### src/shared/acs_regs.vh
/*
  constants for the converter conversion sequencer: register offsets,
  field positions, reset values and timing counts.
  assumes inclusion by the sequencer design file only.
*/
`ifndef ACS_REGS_VH
`define ACS_REGS_VH

// ----------------------------------------------------------------
// register offsets
// ----------------------------------------------------------------
`define ACS_ADDR_CTRL      3'h0
`define ACS_ADDR_SEL       3'h1
`define ACS_ADDR_RES_LO    3'h2
`define ACS_ADDR_RES_HI    3'h3
`define ACS_ADDR_ACTIVE    3'h4

// ----------------------------------------------------------------
// control/status and selection fields, reset values
// ----------------------------------------------------------------
`define ACS_CTRL_EN        7
`define ACS_CTRL_START     6
`define ACS_CTRL_AUTO      5
`define ACS_CTRL_DONE      4
`define ACS_CTRL_IE        3
`define ACS_CTRL_DIV_HI    2
`define ACS_CTRL_DIV_LO    0
`define ACS_SEL_REF_HI     7
`define ACS_SEL_REF_LO     6
`define ACS_SEL_CH_HI      3
`define ACS_SEL_CH_LO      0
`define ACS_CTRL_RESET     8'h00
`define ACS_SEL_RESET      8'h00

// ----------------------------------------------------------------
// timing: clock rates in Hz, sync stage count, conversion and sample counts in half converter clock periods
// ----------------------------------------------------------------
`define ACS_CPU_HZ         10000000
`define ACS_MIN_CPU_HZ     100000
`define ACS_NORM_HALVES    6'd26
`define ACS_FIRST_HALVES   6'd50
`define ACS_AUTO_HALVES    6'd27
`define ACS_NORM_SH_HALVES 6'd3
`define ACS_FIRST_SH_HALVES 6'd27
`define ACS_AUTO_SH_HALVES 6'd4
`define ACS_SYNC_STAGES    3

`endif

### src/rtl/acs_sequencer.v
/*
  conversion sequencer: prescaler, start modes, selection buffering,
  sleep start, completion flag and interrupt request.
  assumes an external successive-approximation core returning a 10-bit
  result at completion; register port and sleep inputs on mclk.
*/
`timescale 1ns/1ps
`include "acs_regs.vh"
`default_nettype none

module acs_sequencer
(
  input  wire       mclk,
  input  wire       rst_n,
  input  wire [2:0] reg_addr,
  input  wire [7:0] reg_wdata,
  input  wire       reg_wr,
  input  wire       reg_rd,
  output reg  [7:0] reg_rdata,
  input  wire       trigger_in,
  input  wire       free_run_sel,
  input  wire       sleep_quiet,
  input  wire [9:0] sar_result,
  output reg        sample_hold,
  output reg        conv_active,
  output reg  [3:0] input_channel_select,
  output reg  [1:0] reference_select,
  output wire       done_irq
);

  // ----------------------------------------------------------------
  // registers
  // ----------------------------------------------------------------
  reg       converter_enable_q;
  reg       conversion_start_flag_q;
  reg       auto_trigger_enable_q;
  reg       conversion_done_flag_q;
  reg       irq_enable_q;
  reg [2:0] clock_divider_select_q;
  reg [7:0] sel_temp_q;
  reg [9:0] result_q;
  reg       first_q;
  reg [6:0] presc_q;
  reg       start_pend_q;
  reg       busy_q;
  reg [5:0] half_q;
  reg [5:0] len_q;
  reg [5:0] sh_q;
  reg       auto_conv_q;
  reg [2:0] trig_sync_q;
  reg       sleep_q;

  // ratio code to prescaler tap (power of two)
  function [2:0] div_tap;
    input [2:0] code;
    begin
      div_tap = (code == 3'h0) ? 3'h0 : (code - 3'h1);
    end
  endfunction

  // ----------------------------------------------------------------
  // prescaler and converter clock edges
  // ----------------------------------------------------------------
  wire [2:0] tap      = div_tap(clock_divider_select_q);
  wire [6:0] presc_nx = presc_q + 7'h01;
  wire       conv_clk = presc_q[tap];
  wire       half_edge = (presc_nx[tap] != conv_clk);
  wire       rise_edge = half_edge & ~conv_clk;
  wire       trig_rise = trig_sync_q[1] & ~trig_sync_q[2];
  wire       trig_go  = auto_trigger_enable_q & converter_enable_q &
                        ~free_run_sel & trig_rise &
                        ~busy_q;

  always @(posedge mclk or negedge rst_n)
  begin
    if (!rst_n)
      presc_q <= 7'h00;
    else if (!converter_enable_q || trig_go)
      presc_q <= 7'h00;
    else
      presc_q <= presc_nx;
  end

  // ----------------------------------------------------------------
  // trigger synchroniser
  // ----------------------------------------------------------------
  always @(posedge mclk or negedge rst_n)
  begin
    if (!rst_n)
      trig_sync_q <= 3'h0;
    else
      trig_sync_q <= {trig_sync_q[1:0], trigger_in};
  end

  // ----------------------------------------------------------------
  // sleep entry edge; other sleep modes leave the enable alone
  // ----------------------------------------------------------------
  always @(posedge mclk or negedge rst_n)
  begin
    if (!rst_n)
      sleep_q <= 1'b0;
    else
      sleep_q <= sleep_quiet;
  end

  // ----------------------------------------------------------------
  // register writes
  // ----------------------------------------------------------------
  wire wr_ctrl = reg_wr && (reg_addr == `ACS_ADDR_CTRL);
  wire wr_sel  = reg_wr && (reg_addr == `ACS_ADDR_SEL);
  wire done_ev = busy_q && half_edge && (half_q == len_q - 6'd1);
  wire last_cy = busy_q && (half_q >= len_q - 6'd2);
  wire sleep_go = sleep_quiet & ~sleep_q & converter_enable_q & ~busy_q &
                  ~auto_trigger_enable_q & irq_enable_q;
  wire clr_en  = wr_ctrl && !reg_wdata[`ACS_CTRL_EN];

  always @(posedge mclk or negedge rst_n)
  begin
    if (!rst_n)
    begin
      converter_enable_q      <= 1'b0;
      auto_trigger_enable_q   <= 1'b0;
      irq_enable_q            <= 1'b0;
      clock_divider_select_q  <= 3'h0;
      sel_temp_q              <= `ACS_SEL_RESET;
    end
    else
    begin
      if (wr_ctrl)
      begin
        converter_enable_q     <= reg_wdata[`ACS_CTRL_EN];
        auto_trigger_enable_q  <= reg_wdata[`ACS_CTRL_AUTO];
        irq_enable_q           <= reg_wdata[`ACS_CTRL_IE];
        clock_divider_select_q <= reg_wdata[`ACS_CTRL_DIV_HI:`ACS_CTRL_DIV_LO];
      end
      if (wr_sel)
        sel_temp_q <= reg_wdata;
    end
  end

  // ----------------------------------------------------------------
  // start flag and pending software start
  // ----------------------------------------------------------------
  wire sw_start = wr_ctrl && reg_wdata[`ACS_CTRL_START] &&
                  reg_wdata[`ACS_CTRL_EN];
  wire restart  = done_ev && free_run_sel && auto_trigger_enable_q;
  wire done_clr = wr_ctrl && reg_wdata[`ACS_CTRL_DONE];

  always @(posedge mclk or negedge rst_n)
  begin
    if (!rst_n)
    begin
      conversion_start_flag_q <= 1'b0;
      start_pend_q            <= 1'b0;
    end
    else
    begin
      if (clr_en)
      begin
        conversion_start_flag_q <= 1'b0;
        start_pend_q            <= 1'b0;
      end
      else if (sw_start || sleep_go)
      begin
        conversion_start_flag_q <= 1'b1;
        start_pend_q            <= !busy_q;
      end
      else if (trig_go)
        conversion_start_flag_q <= 1'b1;
      else if (done_ev && !restart)
        conversion_start_flag_q <= 1'b0;
      if (!clr_en && !(sw_start || sleep_go) && rise_edge)
        start_pend_q <= 1'b0;
    end
  end

  // ----------------------------------------------------------------
  // first-conversion marker, set again while the converter is off
  // ----------------------------------------------------------------
  always @(posedge mclk or negedge rst_n)
  begin
    if (!rst_n)
      first_q <= 1'b1;
    else if (!converter_enable_q && !(wr_ctrl && reg_wdata[`ACS_CTRL_EN]))
      first_q <= 1'b1;
    else if (busy_q)
      first_q <= 1'b0;
  end

  // ----------------------------------------------------------------
  // done flag: completion wins over a clear in the same cycle
  // ----------------------------------------------------------------
  always @(posedge mclk or negedge rst_n)
  begin
    if (!rst_n)
      conversion_done_flag_q <= 1'b0;
    else if (done_ev)
      conversion_done_flag_q <= 1'b1;
    else if (done_clr)
      conversion_done_flag_q <= 1'b0;
  end

  // ----------------------------------------------------------------
  // conversion sequencer
  // ----------------------------------------------------------------
  wire begin_sw = start_pend_q && rise_edge && converter_enable_q;

  always @(posedge mclk or negedge rst_n)
  begin
    if (!rst_n)
    begin
      busy_q      <= 1'b0;
      half_q      <= 6'd0;
      len_q       <= `ACS_NORM_HALVES;
      sh_q        <= `ACS_NORM_SH_HALVES;
      auto_conv_q <= 1'b0;
      result_q    <= 10'h000;
      sample_hold <= 1'b0;
    end
    else
    begin
      sample_hold <= 1'b0;
      if (!converter_enable_q)
        busy_q <= 1'b0;
      else if (trig_go)
      begin
        busy_q      <= 1'b1;
        half_q      <= 6'd0;
        auto_conv_q <= 1'b1;
        len_q       <= first_q ? `ACS_FIRST_HALVES : `ACS_AUTO_HALVES;
        sh_q        <= first_q ? `ACS_FIRST_SH_HALVES : `ACS_AUTO_SH_HALVES;
      end
      else if (begin_sw || (restart && half_edge))
      begin
        busy_q      <= 1'b1;
        half_q      <= 6'd0;
        auto_conv_q <= 1'b0;
        len_q       <= first_q ? `ACS_FIRST_HALVES : `ACS_NORM_HALVES;
        sh_q        <= first_q ? `ACS_FIRST_SH_HALVES : `ACS_NORM_SH_HALVES;
        if (done_ev)
          result_q  <= sar_result;
      end
      else if (busy_q && half_edge)
      begin
        half_q <= half_q + 6'd1;
        if (half_q + 6'd1 == sh_q)
          sample_hold <= 1'b1;
        if (done_ev)
        begin
          busy_q   <= 1'b0;
          result_q <= sar_result;
        end
      end
    end
  end

  // ----------------------------------------------------------------
  // active selection follows temp register except while locked
  // ----------------------------------------------------------------
  always @(posedge mclk or negedge rst_n)
  begin
    if (!rst_n)
    begin
      input_channel_select <= 4'h0;
      reference_select     <= 2'h0;
      conv_active          <= 1'b0;
    end
    else
    begin
      conv_active <= busy_q;
      if (!busy_q || last_cy)
      begin
        input_channel_select <= sel_temp_q[`ACS_SEL_CH_HI:`ACS_SEL_CH_LO];
        reference_select     <= sel_temp_q[`ACS_SEL_REF_HI:`ACS_SEL_REF_LO];
      end
    end
  end

  assign done_irq = conversion_done_flag_q & irq_enable_q;

  // ----------------------------------------------------------------
  // read data selection
  // ----------------------------------------------------------------
  reg [7:0] rdata_d;

  always @*
  begin
    case (reg_addr)
      `ACS_ADDR_CTRL:   rdata_d = {converter_enable_q,
                                   conversion_start_flag_q | busy_q,
                                   auto_trigger_enable_q,
                                   conversion_done_flag_q,
                                   irq_enable_q,
                                   clock_divider_select_q};
      `ACS_ADDR_SEL:    rdata_d = {sel_temp_q[7:6], 2'h0, sel_temp_q[3:0]};
      `ACS_ADDR_RES_LO: rdata_d = result_q[7:0];
      `ACS_ADDR_RES_HI: rdata_d = {6'h00, result_q[9:8]};
      `ACS_ADDR_ACTIVE: rdata_d = {reference_select, 1'b0, busy_q,
                                   input_channel_select};
      default:          rdata_d = 8'h00;
    endcase
  end

  // ----------------------------------------------------------------
  // read port, data stands one cycle only
  // ----------------------------------------------------------------
  always @(posedge mclk or negedge rst_n)
  begin
    if (!rst_n)
      reg_rdata <= 8'h00;
    else if (reg_rd)
      reg_rdata <= rdata_d;
    else
      reg_rdata <= 8'h00;
  end

endmodule

`default_nettype wire

### config.mk
export PLATFORM = sky130hd
export DESIGN_NAME = acs_sequencer
export DESIGN_NICKNAME = d
export VERILOG_FILES = /design/src/rtl/acs_sequencer.v
export VERILOG_INCLUDE_DIRS = /design/src /design/src/shared
export SDC_FILE = /design/constraint.sdc
export NUM_CORES = 1
export LEC_CHECK = 0
export BUFFER_PORTS_ARGS = -buffer_cell sky130_fd_sc_hd__buf_4
export CORE_UTILIZATION = 50
export CTS_CLUSTER_DIAMETER = 200
export CTS_CLUSTER_SIZE = 10
export DETAILED_ROUTE_END_ITERATION = 16
export PLACE_DENSITY = 0.74
export SYNTH_ARGS = -nofsm -noshare
export SYNTH_HDL_FRONTEND = slang
export SYNTH_SLANG_ARGS = --single-unit
export TNS_END_PERCENT = 30
### constraint.sdc
create_clock -name mclk -period 3.3 [get_ports mclk]
set_clock_uncertainty 0.2 [all_clocks]
set_input_delay 0.66 -clock mclk [delete_from_list [all_inputs] [get_ports mclk]]
set_output_delay 0.66 -clock mclk [all_outputs]
set_load 0.02 [all_outputs]
==> results by group <==
Logic synthesis
  – Seq/Total Area, Yosys: 48.86%
  – Synth async-reset ratio: 100.0%
  – Largest family of logic cells by synthesized area: simple AND/OR/NAND/NOR gates
  – Mux share of post-synthesis cell area: between 10% and 20%
  – Post-synth EDFFs: 0
  – Synth area leader: dfrtp_1
  – Most used DFF post-synth: dfrtp_1
  – Share of the synthesized area in the top cell type: 46.46%
  – Synthesis Warnings: 0
  – Synth Area in Simple Gates: 17.02%
  – FF+latch count, synth: 64
  – Synth unique cells: 53
  – Post-Synthesis Cells: about 300
  – Main area contributors after synthesis: dfrtp_1, mux2_2, mux2_1, ha_1, nand2_1
  – Compound-Gate Fraction of Synth Area: 12.64%
  – Syn avg cell area: 10.81 sq um
  – Adder-cell share of the synthesized area: 3.046%
  – XOR/XNOR Fraction of Synth Area: 2.399%
  – Synth Cell Area: 3286 sq um
  – Syn_nets: 340

Critical path
  – R2R Path Start: clock_divider_select_q[1]$_DFFE_PN0P_
  – Critical path class: reg2reg
  – Buf/Inv on CP: 1
  – Crit path max-delay family: simple AND/OR/NAND/NOR gates
  – WP data required: 3.33 ns
  – R2R depth: 14
  – CP arrival: 3.27 ns
  – Crit-path slowest cell: dfrtp_1
  – Critical path fanouts, max: 5
  – Reg2Reg Capture Point: len_q[0]$_DFFE_PN0P_
  – Worst-path cell chain: or2_4 -> inv_1 -> ha_2 -> or2_4 -> nor2_1 -> a21oi_1 -> o22ai_1 -> a311oi_1 -> ha_1 -> nor2b_4 -> and4b_4 -> a221oi_4 -> nand2b_4 -> a21o_1
  – FF-to-FF setup slack: 0.06 ns
  – Most frequent CP cell: or2_4
  – CP startpoint kind: register
  – Nature of the critical path endpoint: register
  – Slowest cell delay on critical path: about 0.38 ns

CTS
  – Clk_lat worst skew: 0.34 ns
  – Max Root-Sink Buffers: 2
  – CTS Root Cell: clkbuf_8
  – H-tree Lvls: 3
  – CTS tree: built
  – Clk sink count: 64
  – Register clock-pin slew on the reported worst setup and hold paths: 0.07 ns
  – Post-CTS Hold Fix Bufs: 0
  – Inserted Clock Buffers: 9

Floorplan
  – Rows: 29
  – Die H: 83.07 um
  – Floorplan Core Area: approximately 6300 sq um
  – I/O Pins: 45
  – Die width: 83.07 um
  – Die area: 6900 sq um
  – Initial Util: around half

Layout
  – Design Area, Final: 4018 sq um
  – Nets: slightly below 400
  – Final Non-Filler Cells: 440
  – Share of cells above drive strength 1: a little under a third
  – Area growth syn-to-layout: 22.28%
  – Number of diodes: 0
  – Fillers: 493

STA
  – Least-Margin Pin Slew: 0.7899 ns
  – Final setup fails: 0
  – Hold Vio Cnt, Final: 0
  – Minimum clock period: 3.237 ns
  – Post-route setup slack: 0.06279 ns
  – F_max: 0.3089 GHz
  – Final Cycle Share: 98.10%
  – Slew margin rel.: 47.34%
  – Slew Viols, Final: 0

Detailed routing
  – Drt pass-1 iters: 4
  – Routed via count: approximately 2.5k
  – Vias per cell: 5.689
  – Routed length per instance: 15.81 um
  – # DRC: 0
  – Antenna-violating nets left: 0
  – Final WL: approximately 7000 um
  – DR iter-0 viols: 127

Run
  – Max-cap violation count: 0

GRT
  – GRT Util Overall: 21.37%
  – Antenna violations before repair: 0
  – GRT Residual Overflow: 0
  – Vias in the first global route: 2,339
  – First-pass GRT wire length: 11,460 um
  – Largest net degree at the start of global routing: 65

Power and ir drop
  – Pwr Density: 617.8 nW/um^2
  – Pleak: 1.935 nW
  – Worst vdd ir: 0.3820 mV

Worst hold path
  – HP Start: trig_sync_q[0]$_DFF_PN0_
  – Hold Crit Class: reg2reg
  – Worst Hold Path Cells: 0
  – Min-Delay Endpoint: trig_sync_q[1]$_DFF_PN0_

Placement
  – Gpl congestion: between 0.7 and 0.8
  – Buffers on Ports: 44
  – Inst Count DP: roughly 420
  – Placed cell area: about 3700 sq um
  – Placed wire-length estimate: a little under 5000 um
  – Pre-CTS WS: -0.02004 ns

Status
  – Status: finished clean
registers in the layout (all words and copies together) (netlist names), 2 cells and up:
| register | cells |
|---|---|
| clock_divider_select_q | 3 |
| half_q | 6 |
| input_channel_select | 4 |
| len_q | 2 |
| presc_q | 7 |
| reference_select | 2 |
| reg_rdata | 8 |
| result_q | 10 |
| sel_temp_q | 6 |
| sh_q | 2 |
| trig_sync_q | 3 |
cells by family (layout without fill, tap and decap cells):
| group | count (synthesis) | in the layout |
|---|---|---|
| buf+inv | 23 | 82 |
| simple gates | 99 | 99 |
| flops | 64 | 64 |
| mux | 38 | 38 |
| xor+xnor | 9 | 9 |
| compound gates | 63 | 63 |
| fa+ha+maj | 8 | 8 |
what timing repair did:
item / CTS / global route
setup buffers: 1 / 2
resized for setup: 0 / 11
endpoints found under the setup margin: 10 / 20
pin swaps: 1 / 8
metal layers:
metal	up-vias	routed length, um	track usage (%)
met2	57	3300	32.79
met3	7	280	4.970
met4	0	74	7.524
met5	-	0	0
li1	1190	-	-
met1	1249	3300	29.82
synthesized netlist by cell type, types with 4 or more instances:
library cell and instances:
ha_1 8, mux2_2 18, a31oi_1 4, nor3_1 5
xor2_1 6, nand3_1 14, a22oi_1 4, buf_2 5
dfrtp_1 61, mux2_1 11, nor2_1 21, o22ai_1 4
and2_1 10, nor2b_1 7, a21oi_1 16, clkbuf_1 4
inv_1 12, mux2i_1 8, o21ai_0 15, nand2_1 22
metrics by stage:
step	setup TNS, ns	util (%)	hold WS [ns]	power, mW
global route	-0.08915	63.27	0.1782	2.618
detailed placement	-0.1258	58.46	0.1463	1.682
floorplan	0	-	0.1312	1.463
CTS	0	62.42	0.1621	2.465
finish	0	63.27	0.1631	2.482
global placement	0	58.46	0.1501	1.666
final cells by class:
| type | count | area (sq um) | share of cell area [%] |
|---|---|---|---|
| Clock buffer | 12 | 155.1 | 3.862 |
| Clock inverter | 4 | 76.32 | 1.900 |
| Inverter | 12 | 45.04 | 1.121 |
| Multi-Input combinational cell | 217 | 1622 | 40.36 |
| Sequential cell | 64 | 1605 | 39.96 |
| Tap cell | 77 | 96.34 | 2.398 |
| Timing Repair Buffer | 54 | 417.9 | 10.40 |
power by group:
group | leakage [nW] | switching, mW | total (mW) | internal, mW
Combinational | 1.01 | 0.360 | 0.683 | 0.323
Sequential | 0.817 | 0.118 | 1.02 | 0.904
Clock | 0.113 | 0.308 | 0.777 | 0.468
Total | 1.94 | 0.787 | 2.48 | 1.70
worst max-delay path by stage:
stage	cells past startpoint	slack, ns	end	start
finish	14	0.06	len_q[0]$_DFFE_PN0P_	clock_divider_select_q[1]$_DFFE_PN0P_
CTS	15	0.02	result_q[9]$_DFFE_PN0P_	clock_divider_select_q[0]$_DFFE_PN0P_
global placement	14	0.14	result_q[3]$_DFFE_PN0P_	clock_divider_select_q[1]$_DFFE_PN0P_
floorplan	11	0.03	result_q[0]$_DFFE_PN0P_	clock_divider_select_q[0]$_DFFE_PN0P_
detailed placement	14	-0.02	result_q[9]$_DFFE_PN0P_	clock_divider_select_q[0]$_DFFE_PN0P_
global route	14	-0.03	len_q[0]$_DFFE_PN0P_	clock_divider_select_q[1]$_DFFE_PN0P_
cells in the final DEF, fill, tap and decap left out, types with 2 or more instances in the layout:
master	instances
a211oi_1	2
a21boi_0	2
a21o_1	3
a21oi_1	15
a22oi_1	4
a31oi_1	4
and2_1	10
and3_1	2
buf_4	53
bufinv_16	2
clkbuf_8	11
dfrtp_1	61
dfstp_2	3
ha_1	6
ha_2	2
inv_1	12
mux2_1	11
mux2_2	18
mux2i_1	8
nand2_1	22
nand3_1	14
nor2_1	20
nor2b_1	7
nor3_1	4
nor3b_1	2
nor4bb_1	2
o211ai_1	2
o21ai_0	14
o21ai_1	2
o21ai_2	4
o22ai_1	4
or2_4	2
xnor2_1	3
xor2_1	6
(Power assumes the default switching activity.)
